<file path="src/core/olpc_defs.svh">
// register map, field positions, reset values and timing figures of the output line block
// assumes byte addressing on a 32-bit classic wishbone bus
`ifndef OLPC_DEFS_SVH
`define OLPC_DEFS_SVH

// ============================================================
// register offsets (byte addresses)
`define ADDR_CMD        8'h00
`define ADDR_SNAP       8'h04
`define ADDR_CFG_BASE   8'h10
`define ADDR_WAIT_BASE  8'h20
`define ADDR_WIDTH_BASE 8'h30
`define ADDR_BASE_MASK  8'hf0

// ============================================================
// config word fields
`define CFG_SRC_LSB     0
`define CFG_EDGE_LSB    4
`define CFG_LEVEL_BIT   8
`define CFG_HOLD_BIT    9
`define CFG_USED_MASK   32'h0000_0337

// output_source_select codes
`define SRC_SW_LEVEL    3'h0
`define SRC_SW_PULSE    3'h1
`define SRC_EVT_BASE    3'h2

// pulse_edge_select codes
`define EDGE_UP         2'h0
`define EDGE_DOWN       2'h1
`define EDGE_EITHER     2'h2

// ============================================================
// reset values
`define CFG_RST         32'h0000_0000
`define WAIT_RST        16'h0000
`define WIDTH_RST       16'h0001

// ============================================================
// timing
`define NS_PER_US       1000
`define CLK_PERIOD_NS   10

`endif

</file>
<file path="src/core/olpc_pkg.sv">
// types shared by the output line block and its pulse timer
// assumes nothing beyond a systemverilog compiler
package olpc_pkg;

  // ============================================================
  // timing carrier
  localparam int TIME_W = 16;

  typedef struct packed {
    logic [TIME_W-1:0] width_us;
    logic [TIME_W-1:0] wait_us;
  } pulse_timing_t;

  // ============================================================
  // per-output configuration
  typedef struct packed {
    logic       sw_hold_mode;
    logic       static_level;
    logic [1:0] pulse_edge_select;
    logic [2:0] output_source_select;
  } out_cfg_t;

  typedef enum logic [1:0] {
    PT_IDLE,
    PT_WAIT,
    PT_HIGH
  } pt_state_t;

endpackage

</file>
<file path="src/core/pulse_timer.sv">
// one-shot pulse generator: waits pulse_wait_us, then stays high pulse_width_us
// assumes trig_i is a one-cycle pulse; timing_i held steady while busy
`timescale 1ns/10ps
`include "olpc_defs.svh"
module pulse_timer import olpc_pkg::*; #(
  parameter int CYC_PER_US = 100
) (
  // clock and reset
  input  wire logic          clk_i,
  input  wire logic          rst_i,
  // trigger and timing
  input  wire logic          trig_i,
  input  wire pulse_timing_t timing_i,
  // result
  output logic               pulse_o,
  output logic               busy_o
);

  localparam int CW = (CYC_PER_US > 1) ? $clog2(CYC_PER_US) : 1;
  localparam logic [CW-1:0] CYC_LAST = CW'(CYC_PER_US - 1);

  pt_state_t         st_q, st_d;
  logic [CW-1:0]     cyc_q, cyc_d;
  logic [TIME_W-1:0] us_q, us_d, limit, us_inc;

  // ============================================================
  // sequencing
  always_comb begin
    st_d   = st_q;
    cyc_d  = cyc_q;
    us_d   = us_q;
    limit  = (st_q == PT_WAIT) ? timing_i.wait_us : timing_i.width_us;
    us_inc = TIME_W'(us_q + 1'b1);
    case (st_q)
      PT_IDLE: begin
        if (trig_i) begin
          cyc_d = '0;
          us_d  = '0;
          if (timing_i.wait_us != '0) begin
            st_d = PT_WAIT;
          end else if (timing_i.width_us != '0) begin
            st_d = PT_HIGH;
          end
        end
      end
      PT_WAIT, PT_HIGH: begin
        // microsecond tick derived from the system clock
        if (cyc_q == CYC_LAST) begin
          cyc_d = '0;
          us_d  = us_inc;
          if (us_inc == limit) begin
            us_d = '0;
            if (st_q == PT_WAIT && timing_i.width_us != '0) begin
              st_d = PT_HIGH;
            end else begin
              st_d = PT_IDLE;
            end
          end
        end else begin
          cyc_d = CW'(cyc_q + 1'b1);
        end
      end
      default: st_d = PT_IDLE;
    endcase
  end

  always_ff @(posedge clk_i) begin
    if (rst_i) begin
      st_q  <= PT_IDLE;
      cyc_q <= '0;
      us_q  <= '0;
    end else begin
      st_q  <= st_d;
      cyc_q <= cyc_d;
      us_q  <= us_d;
    end
  end

  assign pulse_o = (st_q == PT_HIGH);
  assign busy_o  = (st_q != PT_IDLE);

  // ============================================================
  // checks
  int dwell_q;
  always_ff @(posedge clk_i) begin
    if (rst_i || st_d != st_q) begin
      dwell_q <= 0;
    end else begin
      dwell_q <= dwell_q + 1;
    end
  end

  AST_WAIT_LEN: assert property (@(posedge clk_i) disable iff (rst_i)
    (st_q == PT_WAIT && st_d != PT_WAIT) |-> dwell_q + 1 == int'(timing_i.wait_us) * CYC_PER_US)
    else $error("pulse delay length wrong");

  AST_WIDTH_LEN: assert property (@(posedge clk_i) disable iff (rst_i)
    (st_q == PT_HIGH && st_d != PT_HIGH) |-> dwell_q + 1 == int'(timing_i.width_us) * CYC_PER_US)
    else $error("pulse width length wrong");

endmodule

</file>
<file path="src/core/output_line_pulse_control.sv">
// output line controller: per-output source, edge, delay, width, static and latched levels
// assumes a classic wishbone master on clk_i and event inputs synchronous to clk_i
//
// Implementation choices: the register addresses and the Wishbone interface to the registers.
`timescale 1ns/10ps
`include "olpc_defs.svh"
module output_line_pulse_control import olpc_pkg::*; #(
  parameter int N_OUT = 4,
  parameter int N_IN  = 2,
  parameter int N_EVT = 4
) (
  // clock and reset
  input  wire logic               clk_i,
  input  wire logic               rst_i,
  // wishbone slave
  input  wire logic               wb_cyc_i,
  input  wire logic               wb_stb_i,
  input  wire logic               wb_we_i,
  input  wire logic [7:0]         wb_adr_i,
  input  wire logic [3:0]         wb_sel_i,
  input  wire logic [31:0]        wb_dat_i,
  output logic [31:0]             wb_dat_o,
  output logic                    wb_ack_o,
  // source events and input lines
  input  wire logic [N_EVT-1:0]   event_i,
  input  wire logic [N_IN-1:0]    in_line_i,
  // output circuits, one closes the circuit
  output logic [N_OUT-1:0]        out_closed_o
);

  localparam int CYC_PER_US = `NS_PER_US / `CLK_PERIOD_NS;

  // ============================================================
  // helpers
  function automatic logic [31:0] merge_sel(input logic [31:0] old_w, input logic [31:0] new_w,
                                            input logic [3:0] sel);
    logic [31:0] res;
    res = old_w;
    for (int b = 0; b < 4; b++) begin
      if (sel[b]) begin
        res[b*8 +: 8] = new_w[b*8 +: 8];
      end
    end
    return res;
  endfunction

  function automatic out_cfg_t cfg_of(input logic [31:0] w);
    out_cfg_t c;
    c.output_source_select = w[`CFG_SRC_LSB +: 3];
    c.pulse_edge_select    = w[`CFG_EDGE_LSB +: 2];
    c.static_level         = w[`CFG_LEVEL_BIT];
    c.sw_hold_mode         = w[`CFG_HOLD_BIT];
    return c;
  endfunction

  function automatic logic is_event_src(input logic [2:0] src);
    return (src >= `SRC_EVT_BASE) && (32'(src - `SRC_EVT_BASE) < N_EVT);
  endfunction

  function automatic logic pick_event(input logic [2:0] src, input logic [N_EVT-1:0] ev);
    logic r;
    r = 1'b0;
    for (int e = 0; e < N_EVT; e++) begin
      if (32'(src - `SRC_EVT_BASE) == e) begin
        r = ev[e];
      end
    end
    return r & is_event_src(src);
  endfunction

  // ============================================================
  // register state
  logic [31:0]         cfg_q   [N_OUT];
  logic [31:0]         cfg_d   [N_OUT];
  logic [TIME_W-1:0]   wait_q  [N_OUT];
  logic [TIME_W-1:0]   wait_d  [N_OUT];
  logic [TIME_W-1:0]   width_q [N_OUT];
  logic [TIME_W-1:0]   width_d [N_OUT];
  logic                ack_q, ack_d;
  logic [31:0]         dat_q, dat_d;
  logic                wr_go;
  logic [7:0]          base;
  logic [1:0]          idx;
  logic                idx_ok;
  logic                cmd_wr;
  logic [N_OUT-1:0]    cmd_bits;
  logic [N_IN+N_OUT-1:0] snapshot;

  assign wr_go  = wb_cyc_i & wb_stb_i & wb_we_i & ack_q;
  assign base   = wb_adr_i & `ADDR_BASE_MASK;
  assign idx    = wb_adr_i[3:2];
  assign idx_ok = 32'(idx) < N_OUT;
  assign cmd_wr = wr_go && wb_adr_i == `ADDR_CMD && wb_sel_i[0];

  // all set bits issue their commands together
  assign cmd_bits = cmd_wr ? wb_dat_i[N_OUT-1:0] : '0;

  // line states, first line lowest
  assign snapshot = {out_closed_o, in_line_i};

  // ============================================================
  // bus slave: ack one cycle after the request, writes land on the ack edge
  always_comb begin
    ack_d = wb_cyc_i & wb_stb_i & ~ack_q;
    dat_d = dat_q;
    if (ack_d && !wb_we_i) begin
      dat_d = '0;
      if (wb_adr_i == `ADDR_SNAP) begin
        dat_d = 32'(snapshot);
      end else if (idx_ok && base == `ADDR_CFG_BASE) begin
        dat_d = cfg_q[idx] & `CFG_USED_MASK;
      end else if (idx_ok && base == `ADDR_WAIT_BASE) begin
        dat_d = 32'(wait_q[idx]);
      end else if (idx_ok && base == `ADDR_WIDTH_BASE) begin
        dat_d = 32'(width_q[idx]);
      end
    end
    for (int k = 0; k < N_OUT; k++) begin
      cfg_d[k]   = cfg_q[k];
      wait_d[k]  = wait_q[k];
      width_d[k] = width_q[k];
      if (wr_go && 32'(idx) == k) begin
        if (base == `ADDR_CFG_BASE) begin
          cfg_d[k] = merge_sel(cfg_q[k], wb_dat_i, wb_sel_i) & `CFG_USED_MASK;
        end else if (base == `ADDR_WAIT_BASE) begin
          wait_d[k] = TIME_W'(merge_sel(32'(wait_q[k]), wb_dat_i, wb_sel_i));
        end else if (base == `ADDR_WIDTH_BASE) begin
          width_d[k] = TIME_W'(merge_sel(32'(width_q[k]), wb_dat_i, wb_sel_i));
        end
      end
    end
  end

  always_ff @(posedge clk_i) begin
    if (rst_i) begin
      ack_q <= 1'b0;
      dat_q <= '0;
      for (int k = 0; k < N_OUT; k++) begin
        cfg_q[k]   <= `CFG_RST;
        wait_q[k]  <= `WAIT_RST;
        width_q[k] <= `WIDTH_RST;
      end
    end else begin
      ack_q <= ack_d;
      dat_q <= dat_d;
      for (int k = 0; k < N_OUT; k++) begin
        cfg_q[k]   <= cfg_d[k];
        wait_q[k]  <= wait_d[k];
        width_q[k] <= width_d[k];
      end
    end
  end

  assign wb_ack_o = ack_q;
  assign wb_dat_o = dat_q;

  // ============================================================
  // trigger selection and line drive
  out_cfg_t         cfg     [N_OUT];
  logic [N_OUT-1:0] src_lvl;
  logic [N_OUT-1:0] src_prev_q, src_prev_d;
  logic [N_OUT-1:0] rise, fall, trig, cmd_hit;
  logic [N_OUT-1:0] held_q, held_d;
  logic [N_OUT-1:0] line_q, line_d;
  logic [N_OUT-1:0] pulse;
  logic [N_OUT-1:0] tmr_busy;

  always_comb begin
    for (int k = 0; k < N_OUT; k++) begin
      cfg[k]        = cfg_of(cfg_q[k]);
      src_lvl[k]    = pick_event(cfg[k].output_source_select, event_i);
      src_prev_d[k] = src_lvl[k];
      rise[k]       = src_lvl[k] & ~src_prev_q[k];
      fall[k]       = ~src_lvl[k] & src_prev_q[k];
      cmd_hit[k]    = 1'b0;
      held_d[k]     = held_q[k];
      trig[k]       = 1'b0;
      case (cfg[k].pulse_edge_select)
        `EDGE_UP:   trig[k] = rise[k];
        `EDGE_DOWN: trig[k] = fall[k];
        default:    trig[k] = rise[k] | fall[k];
      endcase
      if (cfg[k].output_source_select == `SRC_SW_PULSE) begin
        cmd_hit[k] = cmd_bits[k];
        trig[k]    = cmd_bits[k];
      end else if (cfg[k].output_source_select == `SRC_SW_LEVEL && cfg[k].sw_hold_mode) begin
        cmd_hit[k] = cmd_bits[k];
        if (cmd_bits[k]) begin
          held_d[k] = cfg[k].static_level;
        end
      end
      // level sources depend on software choosing them first
      if (cfg[k].output_source_select == `SRC_SW_LEVEL) begin
        line_d[k] = cfg[k].sw_hold_mode ? held_d[k] : cfg[k].static_level;
      end else begin
        line_d[k] = pulse[k];
      end
      // outside latched mode the hold follows the pin, so entering latched
      // mode leaves the pin where it is until the next command
      if (!(cfg[k].output_source_select == `SRC_SW_LEVEL && cfg[k].sw_hold_mode)) begin
        held_d[k] = line_d[k];
      end
    end
  end

  always_ff @(posedge clk_i) begin
    if (rst_i) begin
      src_prev_q <= '0;
      held_q     <= '0;
      line_q     <= '0;
    end else begin
      src_prev_q <= src_prev_d;
      held_q     <= held_d;
      line_q     <= line_d;
    end
  end

  // one is a closed circuit, zero open
  assign out_closed_o = line_q;

  // ============================================================
  // pulse timers
  genvar g;
  generate
    for (g = 0; g < N_OUT; g++) begin : g_tmr
      pulse_timing_t tm;
      assign tm.wait_us  = wait_q[g];
      assign tm.width_us = width_q[g];
      pulse_timer #(
        .CYC_PER_US (CYC_PER_US)
      ) u_tmr (
        .clk_i    (clk_i),
        .rst_i    (rst_i),
        .trig_i   (trig[g]),
        .timing_i (tm),
        .pulse_o  (pulse[g]),
        .busy_o   (tmr_busy[g])
      );
    end
  endgenerate

  // ============================================================
  // checks on output 0, on command bit one reaching output 1, and on the bus slave
  logic evt0;
  assign evt0 = is_event_src(cfg[0].output_source_select);

  AST_EDGE_UP: assert property (@(posedge clk_i) disable iff (rst_i)
    (evt0 && cfg[0].pulse_edge_select == `EDGE_UP) |-> (trig[0] == (src_lvl[0] && !$past(src_lvl[0]))))
    else $error("rising edge trigger wrong");

  AST_EDGE_DOWN: assert property (@(posedge clk_i) disable iff (rst_i)
    (evt0 && cfg[0].pulse_edge_select == `EDGE_DOWN) |-> (trig[0] == (!src_lvl[0] && $past(src_lvl[0]))))
    else $error("falling edge trigger wrong");

  AST_EDGE_EITHER: assert property (@(posedge clk_i) disable iff (rst_i)
    (evt0 && cfg[0].pulse_edge_select == `EDGE_EITHER) |-> (trig[0] == (src_lvl[0] != $past(src_lvl[0]))))
    else $error("either edge trigger wrong");

  AST_STATIC: assert property (@(posedge clk_i) disable iff (rst_i)
    (cfg[0].output_source_select == `SRC_SW_LEVEL && !cfg[0].sw_hold_mode)
      |=> out_closed_o[0] == $past(cfg[0].static_level))
    else $error("static level not driven");

  AST_LATCH_HOLD: assert property (@(posedge clk_i) disable iff (rst_i)
    (cfg[0].output_source_select == `SRC_SW_LEVEL && cfg[0].sw_hold_mode && !cmd_bits[0])
      |=> $stable(out_closed_o[0]))
    else $error("latched line moved without command");

  AST_CMD_APPLY: assert property (@(posedge clk_i) disable iff (rst_i)
    (cmd_wr && wb_dat_i[0] && cfg[0].output_source_select == `SRC_SW_LEVEL && cfg[0].sw_hold_mode)
      |=> out_closed_o[0] == $past(cfg[0].static_level))
    else $error("command did not apply latched level");

  AST_CMD_IGNORE: assert property (@(posedge clk_i) disable iff (rst_i)
    (cfg[0].output_source_select != `SRC_SW_PULSE
      && !(cfg[0].output_source_select == `SRC_SW_LEVEL && cfg[0].sw_hold_mode)) |-> !cmd_hit[0])
    else $error("command reached a non-software output");

  AST_SW_PULSE: assert property (@(posedge clk_i) disable iff (rst_i)
    (cmd_wr && wb_dat_i[0] && cfg[0].output_source_select == `SRC_SW_PULSE && !pulse[0]
      && wait_q[0] == '0 && width_q[0] != '0) |=> ##1 out_closed_o[0])
    else $error("software command gave no pulse");

  AST_CMD_MAP: assert property (@(posedge clk_i) disable iff (rst_i)
    (cmd_wr && wb_dat_i[1] && cfg[1].output_source_select == `SRC_SW_LEVEL && cfg[1].sw_hold_mode)
      |=> out_closed_o[1] == $past(cfg[1].static_level))
    else $error("command bit one missed the second output");

  AST_SNAP: assert property (@(posedge clk_i) disable iff (rst_i)
    (ack_d && !wb_we_i && wb_adr_i == `ADDR_SNAP) |=> wb_dat_o == 32'($past(snapshot)))
    else $error("snapshot read wrong");

  AST_ACK_ONE: assert property (@(posedge clk_i) disable iff (rst_i)
    wb_ack_o |=> !wb_ack_o)
    else $error("ack longer than one cycle");

  AST_ACK_REQ: assert property (@(posedge clk_i) disable iff (rst_i)
    wb_ack_o |-> $past(wb_cyc_i && wb_stb_i))
    else $error("ack without a request");

  AST_RD_UNMAPPED: assert property (@(posedge clk_i) disable iff (rst_i)
    (ack_d && !wb_we_i && base > `ADDR_WIDTH_BASE) |=> wb_dat_o == 32'h0000_0000)
    else $error("unmapped read not zero");

  AST_DAT_HOLD: assert property (@(posedge clk_i) disable iff (rst_i)
    !(ack_d && !wb_we_i) |=> $stable(wb_dat_o))
    else $error("read data moved without a read");

  AST_START_NOW: assert property (@(posedge clk_i) disable iff (rst_i)
    (trig[0] && !tmr_busy[0] && wait_q[0] == '0 && width_q[0] != '0) |=> pulse[0])
    else $error("zero delay pulse did not start");

  AST_IDLE_OPEN: assert property (@(posedge clk_i) disable iff (rst_i)
    (cfg[0].output_source_select != `SRC_SW_LEVEL && !tmr_busy[0]) |=> !out_closed_o[0])
    else $error("line closed while its timer idle");

  COV_EVT_PULSE: cover property (@(posedge clk_i) disable iff (rst_i)
    evt0 && trig[0] ##[1:300] out_closed_o[0]);
  COV_SW_PULSE: cover property (@(posedge clk_i) disable iff (rst_i)
    cmd_wr && cfg[0].output_source_select == `SRC_SW_PULSE && cmd_bits[0]);
  COV_LATCH: cover property (@(posedge clk_i) disable iff (rst_i)
    cmd_hit[0] && cfg[0].output_source_select == `SRC_SW_LEVEL);
  COV_SNAP: cover property (@(posedge clk_i) disable iff (rst_i)
    ack_d && !wb_we_i && wb_adr_i == `ADDR_SNAP);
  COV_EDGE_DOWN: cover property (@(posedge clk_i) disable iff (rst_i)
    evt0 && trig[0] && cfg[0].pulse_edge_select == `EDGE_DOWN);

endmodule

</file>
<file path="config.mk">
export PLATFORM = sky130hd
export DESIGN_NAME = output_line_pulse_control
export DESIGN_NICKNAME = d
export VERILOG_FILES = /design/src/core/olpc_pkg.sv /design/src/core/pulse_timer.sv /design/src/core/output_line_pulse_control.sv
export VERILOG_INCLUDE_DIRS = /design/src /design/src/core
export SDC_FILE = /design/constraint.sdc
export NUM_CORES = 1
export LEC_CHECK = 0
export BUFFER_PORTS_ARGS = -buffer_cell sky130_fd_sc_hd__buf_4
export CAP_MARGIN = 5
export CORE_AREA = 4 4 167 169
export CTS_CLUSTER_SIZE = 25
export DETAILED_ROUTE_END_ITERATION = 10
export DIE_AREA = 0 0 171 173
export PLACE_DENSITY = 0.78
export SYNTH_ARGS = -nofsm -noshare
export SYNTH_HDL_FRONTEND = slang
export SYNTH_SLANG_ARGS = --single-unit
</file>
<file path="constraint.sdc">
create_clock -name clk_i -period 3.4 [get_ports clk_i]
set_input_delay 0.17 -clock clk_i [delete_from_list [all_inputs] [get_ports clk_i]]
set_output_delay 0.17 -clock clk_i [all_outputs]
set_load 0.02 [all_outputs]
</file>
==> metrics.md, run 1 <==
| Metric | Value |
|---|---|
| Status | `finished, final reports clean` |
| Final Setup Violations | `0` |
| Fin. max-slew vios | `0` |
| Max VDD drop | `approximately 430 µV` |
| Reg2reg start | `cfg_q[3][1]` |
| Clk sink count | `between 200 and 300` |
| Post-synth EDFFs | `0` |
| Ratio of cells with drive above 1 in the final layout | `roughly 12%` |
| Gp weighted congestion | `between 0.9 and 1` |
| Final hold violation count | `0` |
| Multi-input logic area | `around 9800 µm²` |
| DR iter-0 viols | `~1500` |
| Initial antenna violation count | `0` |
| Final #Nets | `2012` |
| CP arrival | `approximately 3700 ps` |
| Power Dens Cells | `~430 nW/µm²` |
| Static Leak | `between 0.006 and 0.007 µW` |
| Commonest non-fill, non-tap cell in the layout | `nor2_1` |
| Yosys warnings | `0` |
| Clock slew seen by the registers of the worst setup and hold paths | `60 ps` |
| Drc violations | `0` |
| # diodes | `0` |
| Reg area | `5705 µm²` |
| Final std cells w/o fill | `~2300` |
| RSZ-0062 raised after global routing | `no` |
| Pre-Repair DR Iteration Count | `8` |
| Setup crit start | `cfg_q[3][1]` |
| Largest net degree at the start of global routing | `62` |
| Clock root buffer | `clkbuf_16` |
| FF+latch count, synth | `around 290` |
| Worst path required time | `about 3900 ps` |
| Input/output buffers | `57` |
| Finished Cell Area | `18240 µm²` |
| Io pins | `92` |
| Detail Route Antenna Nets | `0` |
| WS Path Type | `flop to flop` |
| Critical Path Sink Type | `flop` |
| Period Utilization, post-route | `between 90% and 100%` |
| Dpl cells | `2207` |
| Most frequent cells in the layout | `nor2_1, dfxtp_1, mux2i_1` |
| DP Wirelength | `about 34000 µm` |
| Htree depth | `1` |
| Full die area | `between 20000 and 30000 µm²` |
| Max-cap violations | `0` |
| Finished Core Util | `between 60% and 70%` |
| WL/cell | `approximately 21 µm` |
| Hold Crit Start | `rst_i` |
| Die Y | `roughly 170 µm` |
| Clock Path Buffers | `3` |
| Core area | `between 20000 and 30000 µm²` |
| Gr usage total | `31.14%` |
| Tot Pwr | `~7800 µW` |
| Die W | `171 µm` |
| Max frequency | `roughly 320 MHz` |
| Async SR Flop Fraction | `0%` |
| Top_reg_cell synth | `dfxtp_1` |
| TritonCTS clock tree | `done` |
| First-pass GRT wire length | `74780 µm` |
| Placed cell area | `approximately 17000 µm²` |
| Crit Path Max Fanout | `6` |
| Mapped cell area | `16170 µm²` |
| Final setup TNS | `0 ps` |
| Vias in the first global route | `~14000` |
| Row cnt | `60` |
| DR vias | `around 14000` |
| Synth Instances | `around 1900` |
| Relative slew slack | `between 40% and 50%` |
| TritonCTS Buffers | `31` |
| Post-Syn Area per Cell | `just under 9 µm²` |
| WL final | `47160 µm` |
| Initial Utilization | `roughly 61%` |
| Total gr overflow | `0` |
| Vias per cell | `6.313` |
| Crit start category | `flop` |
| Sequential area share after synthesis | `35.29%` |
| Worst Hold Class | `input port to flop` |
| Area grow syn2layout | `12.82%` |
| Synth cell types | `73` |
| Slew @ Worst Pin | `approximately 890 ps` |
| Skew-Pair Late Insertion Delay | `~570 ps` |
| Filler cells | `just over 2000` |
| Final setup skew | `21.95 ps` |
| Fin crit period | `~3200 ps` |
==> Yosys cell counts (all sizes together), types with 46 or more instances <==
cell    instances  area [µm²]
inv            55       206.5
nand2         127       476.7
dfxtp         285        5705
o21ai          49       245.2
nor4           46       302.8
nand3          78       390.4
clkbuf         74       277.8
nand4          53       331.6
nor2          313        1175
a21oi          88       444.2
mux2i         205        2052
xnor2          84       735.7
xor2           60       525.5
==> logic make-up after synthesis <==
logic type | count (synthesis) | synth area share [%]
AO/OA/AOI/OAI | 215 | 8.111
XOR/XNOR | 145 | 7.941
adder cells (fa/ha/maj) | 36 | 2.786
buffers and inverters | 172 | 4.551
flip-flops | 285 | 35.29
multiplexers | 258 | 19.40
other | 1 | 0.02320
AND/OR/NAND/NOR | 751 | 21.89
==> state kept, by name, summed over array words and instances, names as in the netlist <==
name / count
wb_dat_o: 16
out_closed_o: 4
wait_q: 64
width_q: 64
wb_ack_o: 1
held_q: 4
g_tmr.u_tmr.us_q: 64
cfg_q: 28
src_prev_q: 4
g_tmr.u_tmr.st_q: 8
g_tmr.u_tmr.cyc_q: 28
==> final timing paths <==
path / slack [ps] / end / depth (start not counted)
setup / recovery: 230 / g_tmr[3].u_tmr.us_q[11] / 13
hold / removal: 50 / wb_dat_o[7] / 2
hold reg to reg: 490 / g_tmr[0].u_tmr.us_q[1] / 2
setup reg to reg: 230 / g_tmr[3].u_tmr.us_q[11] / 13
==> per-stage QoR <==
| step | setup WS (ps) | hold slack [ps] |
|---|---|---|
| after global routing | 8.337 | 55.46 |
| after detailed placement | 164.7 | 481.6 |
| final | 228.7 | 54.30 |
| after floorplan | 460.3 | 317.2 |
| after global placement | 274.6 | 465.3 |
| after CTS | 102.9 | 26.32 |
==> layer usage <==
metal | wire length (µm) | up-vias | share of wire [%] | global-route usage (%)
met4 | 2099 | 0 | 4.5 | 10.93
met2 | 21410 | 714 | 45 | 49.28
met5 | 0 | - | 0 | 0
li1 | - | 6690 | - | -
met1 | 19110 | 6851 | 41 | 42.65
met3 | 4537 | 165 | 9.6 | 5.990
==> final cells by class <==
type                            count  share of cell area, %
Sequential cell                   285                  31.28
Inverter                           55                  1.132
Clock buffer                       42                  4.754
Clock inverter                     13                  1.111
Multi-Input combinational cell   1421                  53.79
Tap cell                          341                  2.339
Timing Repair Buffer              127                  5.591
==> repair_timing <==
action | 4_1_cts | 5_1_grt
hold buffers | 20 | 0
gates resized for setup | 0 | 8
endpoints found under the setup margin | 0 | 28
endpoints found under the hold margin | 92 | 0
setup buffers | 0 | 2
==> critical path, stage by stage (launching register included) <==
cell and delay (ps):
dfxtp_1 370, inv_1 100, ha_1 140, nor2b_1 40, mux4_2 460, nand2_1 140
ha_1 240, nand2_1 60, o211ai_1 80, o211ai_1 210, nand3b_2 190, or4_4 590
or3_1 320, a21oi_1 150
==> power by group <==
part,internal [µW],switching [µW],leakage (µW)
combinational,279,526,0.00398
clock,2150,1400,0.000520
sequential,3370,33.1,0.00230
(Power assumes the default switching activity.)
==> run 2: changes to the inputs <==
CORE_AREA = 4 4 174 176   (was 4 4 167 169)
CTS_BUF_LIST = sky130_fd_sc_hd__clkbuf_8   (was default)
DIE_AREA = 0 0 178 180   (was 0 0 171 173)
PLACE_DENSITY = 0.72   (was 0.78)
==> metrics.md, run 2 (synthesized netlist as in run 1, its figures left out) <==
| Metric | Value |
|---|---|
| Status | `finished, final reports clean` |
| Critical Path Sink Type | `flop` |
| Gr usage total | `29.33% (-1.8 points)` |
| Setup slack, reg-to-reg | `190 ps (-40 ps)` |
| RSZ-0062 raised after global routing | `no` |
| Setup crit start | `g_tmr[0].u_tmr.st_q[1]` |
| Final #Nets | `2031 (+0.94%)` |
| Final Setup Violations | `0 (unchanged)` |
| TritonCTS Buffers | `50 (+61%)` |
| Crit start category | `flop` |
| Power Dens Cells | `415.0 nW/µm² (-2.5%)` |
| Min Hold Slack | `91.80 ps (+37.50 ps)` |
| Total gr overflow | `0 (unchanged)` |
| Clock Path Buffers | `3 (unchanged)` |
| WS Path Type | `flop to flop` |
| Initial Utilization | `56.48% (-4.4 points)` |
| Largest registers | `g_tmr.u_tmr.us_q x64, wait_q x64, width_q x64` |
| Tot Pwr | `7603 µW (-2.0%)` |
| Die Y | `180 µm (+4.0%)` |
| Vias per cell | `6.085 (-3.6%)` |
| Row cnt | `62 (+3.3%)` |
| Fin. max-slew vios | `0 (unchanged)` |
| FF-to-FF End | `g_tmr[0].u_tmr.us_q[15]` |
| Period Utilization, post-route | `94.46% (+1.2 points)` |
| Initial antenna violation count | `0 (unchanged)` |
| Final setup skew | `18.97 ps (-2.977 ps)` |
| Slew @ Worst Pin | `874.0 ps (-14.23 ps)` |
| DR vias | `14360 (-0.42%)` |
| Final hold violation count | `0 (unchanged)` |
| Hold path depth | `5 (+3)` |
| TritonCTS clock tree | `done` |
| Die W | `178 µm (+4.1%)` |
| CP arrival | `3670 ps (about the same)` |
| DR iter-0 viols | `1394 (-7.8%)` |
| Setup slack at placement | `126.1 ps (-38.67 ps)` |
| Ratio of cells with drive above 1 in the final layout | `13.22% (+1.1 points)` |
| Dpl cells | `2250 (+1.9%)` |
| Final std cells w/o fill | `2360 (+3.3%)` |
| Core area | `28630 µm² (+7.7%)` |
| Reg2reg start | `g_tmr[0].u_tmr.st_q[1]` |
| Crit Path Max Fanout | `18 (+12)` |
| Final setup TNS | `0 ps (unchanged)` |
| Pre-Repair DR Iteration Count | `8 (unchanged)` |
| Gp weighted congestion | `0.9642 (-3.2%)` |
| WL final | `47650 µm (+1.0%)` |
| Largest net degree at the start of global routing | `171 (+180%)` |
| First-pass GRT wire length | `75930 µm (+1.5%)` |
| Clock root buffer | `clkbuf_8` |
| Skew-Pair Late Insertion Delay | `590 ps (+20 ps)` |
| Max-cap violations | `0 (unchanged)` |
| Worst Reg-to-Reg Cells | `13 (unchanged)` |
| Max VDD drop | `448.3 µV (+3.7%)` |
| Static Leak | `0.006876 µW (+1.2%)` |
| WHS Endpoint | `wb_dat_o[3]` |
| Max frequency | `311.4 MHz (-1.3%)` |
| Full die area | `32040 µm² (+8.3%)` |
| WL/cell | `20.19 µm (-2.2%)` |
| Htree depth | `2 (+1)` |
| Worst Hold Class | `input port to flop` |
| Relative slew slack | `41.52% (+0.73 points)` |
| Io pins | `92 (unchanged)` |
| Clk sink count | `285 (unchanged)` |
| Worst path required time | `3860 ps (-40 ps)` |
| Fin crit period | `3211 ps (+40.20 ps)` |
| Clock slew seen by the registers of the worst setup and hold paths | `60 ps (about the same)` |
| Commonest non-fill, non-tap cell in the layout | `nor2_1` |
| Setup ws final | `188.5 ps (-40.20 ps)` |
| Vias in the first global route | `13710 (+1.4%)` |
| DP Wirelength | `34550 µm (+1.6%)` |
| Drc violations | `0 (unchanged)` |
| Input/output buffers | `57 (unchanged)` |
| Most frequent cells in the layout | `nor2_1, dfxtp_1, mux2i_1` |
| Hold Crit Start | `wb_we_i` |
| Area grow syn2layout | `13.33%` |
| Detail Route Antenna Nets | `0 (unchanged)` |
## run 2: worst max-delay path, stage by stage, from the launching register on
cell and delay [ps]:
dfxtp_1 330, inv_1 100, ha_1 200, buf_12 180, mux2i_1 300, xnor2_1 110
a2111oi_1 430, o22ai_1 130, nor4b_1 370, buf_4 180, a41oi_1 230, buf_4 260
a31oi_1 150, o21ai_0 100
## run 2: layer usage
metal  vias up  global-route usage [%]  wire length (µm)
li1       6745                       -                 -
met1      6824                   40.89             20200
met2       653                   45.18             21490
met3       138                   5.924              4147
met4         0                   10.61              1811
met5         -                       0                 0
## run 2: cell type report
type / instances / area, µm²
diodes: 1 / 2.502
well taps: 384 / 480.5
clock inverters: 25 / 221.5
fillers: 2411 / 10300
repair buffers: 127 / 1047
flip-flops and latches: 285 / 5705
inverters: 55 / 206.4
multi-input cells: 1421 / 9804
clock buffers: 62 / 853.3
## run 2: worst max path at each step
| stage | end | slack [ps] | cells past startpoint |
|---|---|---|---|
| 6_report | g_tmr[0].u_tmr.us_q[15] | 190 | 13 |
| 5_1_grt | g_tmr[0].u_tmr.us_q[15] | 4 | 13 |
| 4_1_cts | g_tmr[3].u_tmr.us_q[7] | 120 | 11 |
| 3_5_place_dp | g_tmr[3].u_tmr.us_q[8] | 130 | 11 |
| 3_3_place_gp | g_tmr[0].u_tmr.us_q[15] | 210 | 13 |
| 2_1_floorplan | g_tmr[3].u_tmr.us_q[11] | 460 | 13 |
## run 2: what timing repair did
action / 4_1_cts / 5_1_grt
buffers inserted: 0 / 1
resized for setup: 0 / 7
hold buffers: 21 / 0
setup endpoints to repair: 0 / 20
endpoints found under the hold margin: 138 / 0
## run 2: stage by stage
stage / utilization [%] / area, µm²
5_1_grt: 64.00 / 18320
3_3_place_gp: 59.42 / 17010
6_report: 64.00 / 18320
3_5_place_dp: 59.42 / 17010
2_1_floorplan: - / 16220
4_1_cts: 63.91 / 18290
## run 2: power breakdown
part	total [µW]	leakage [µW]	switching [µW]	internal [µW]
registers	3410	0.00230	32.2	3370
clock network	3400	0.000592	1450	1950
logic	799	0.00399	528	270
total	7600	0.00688	2010	5590
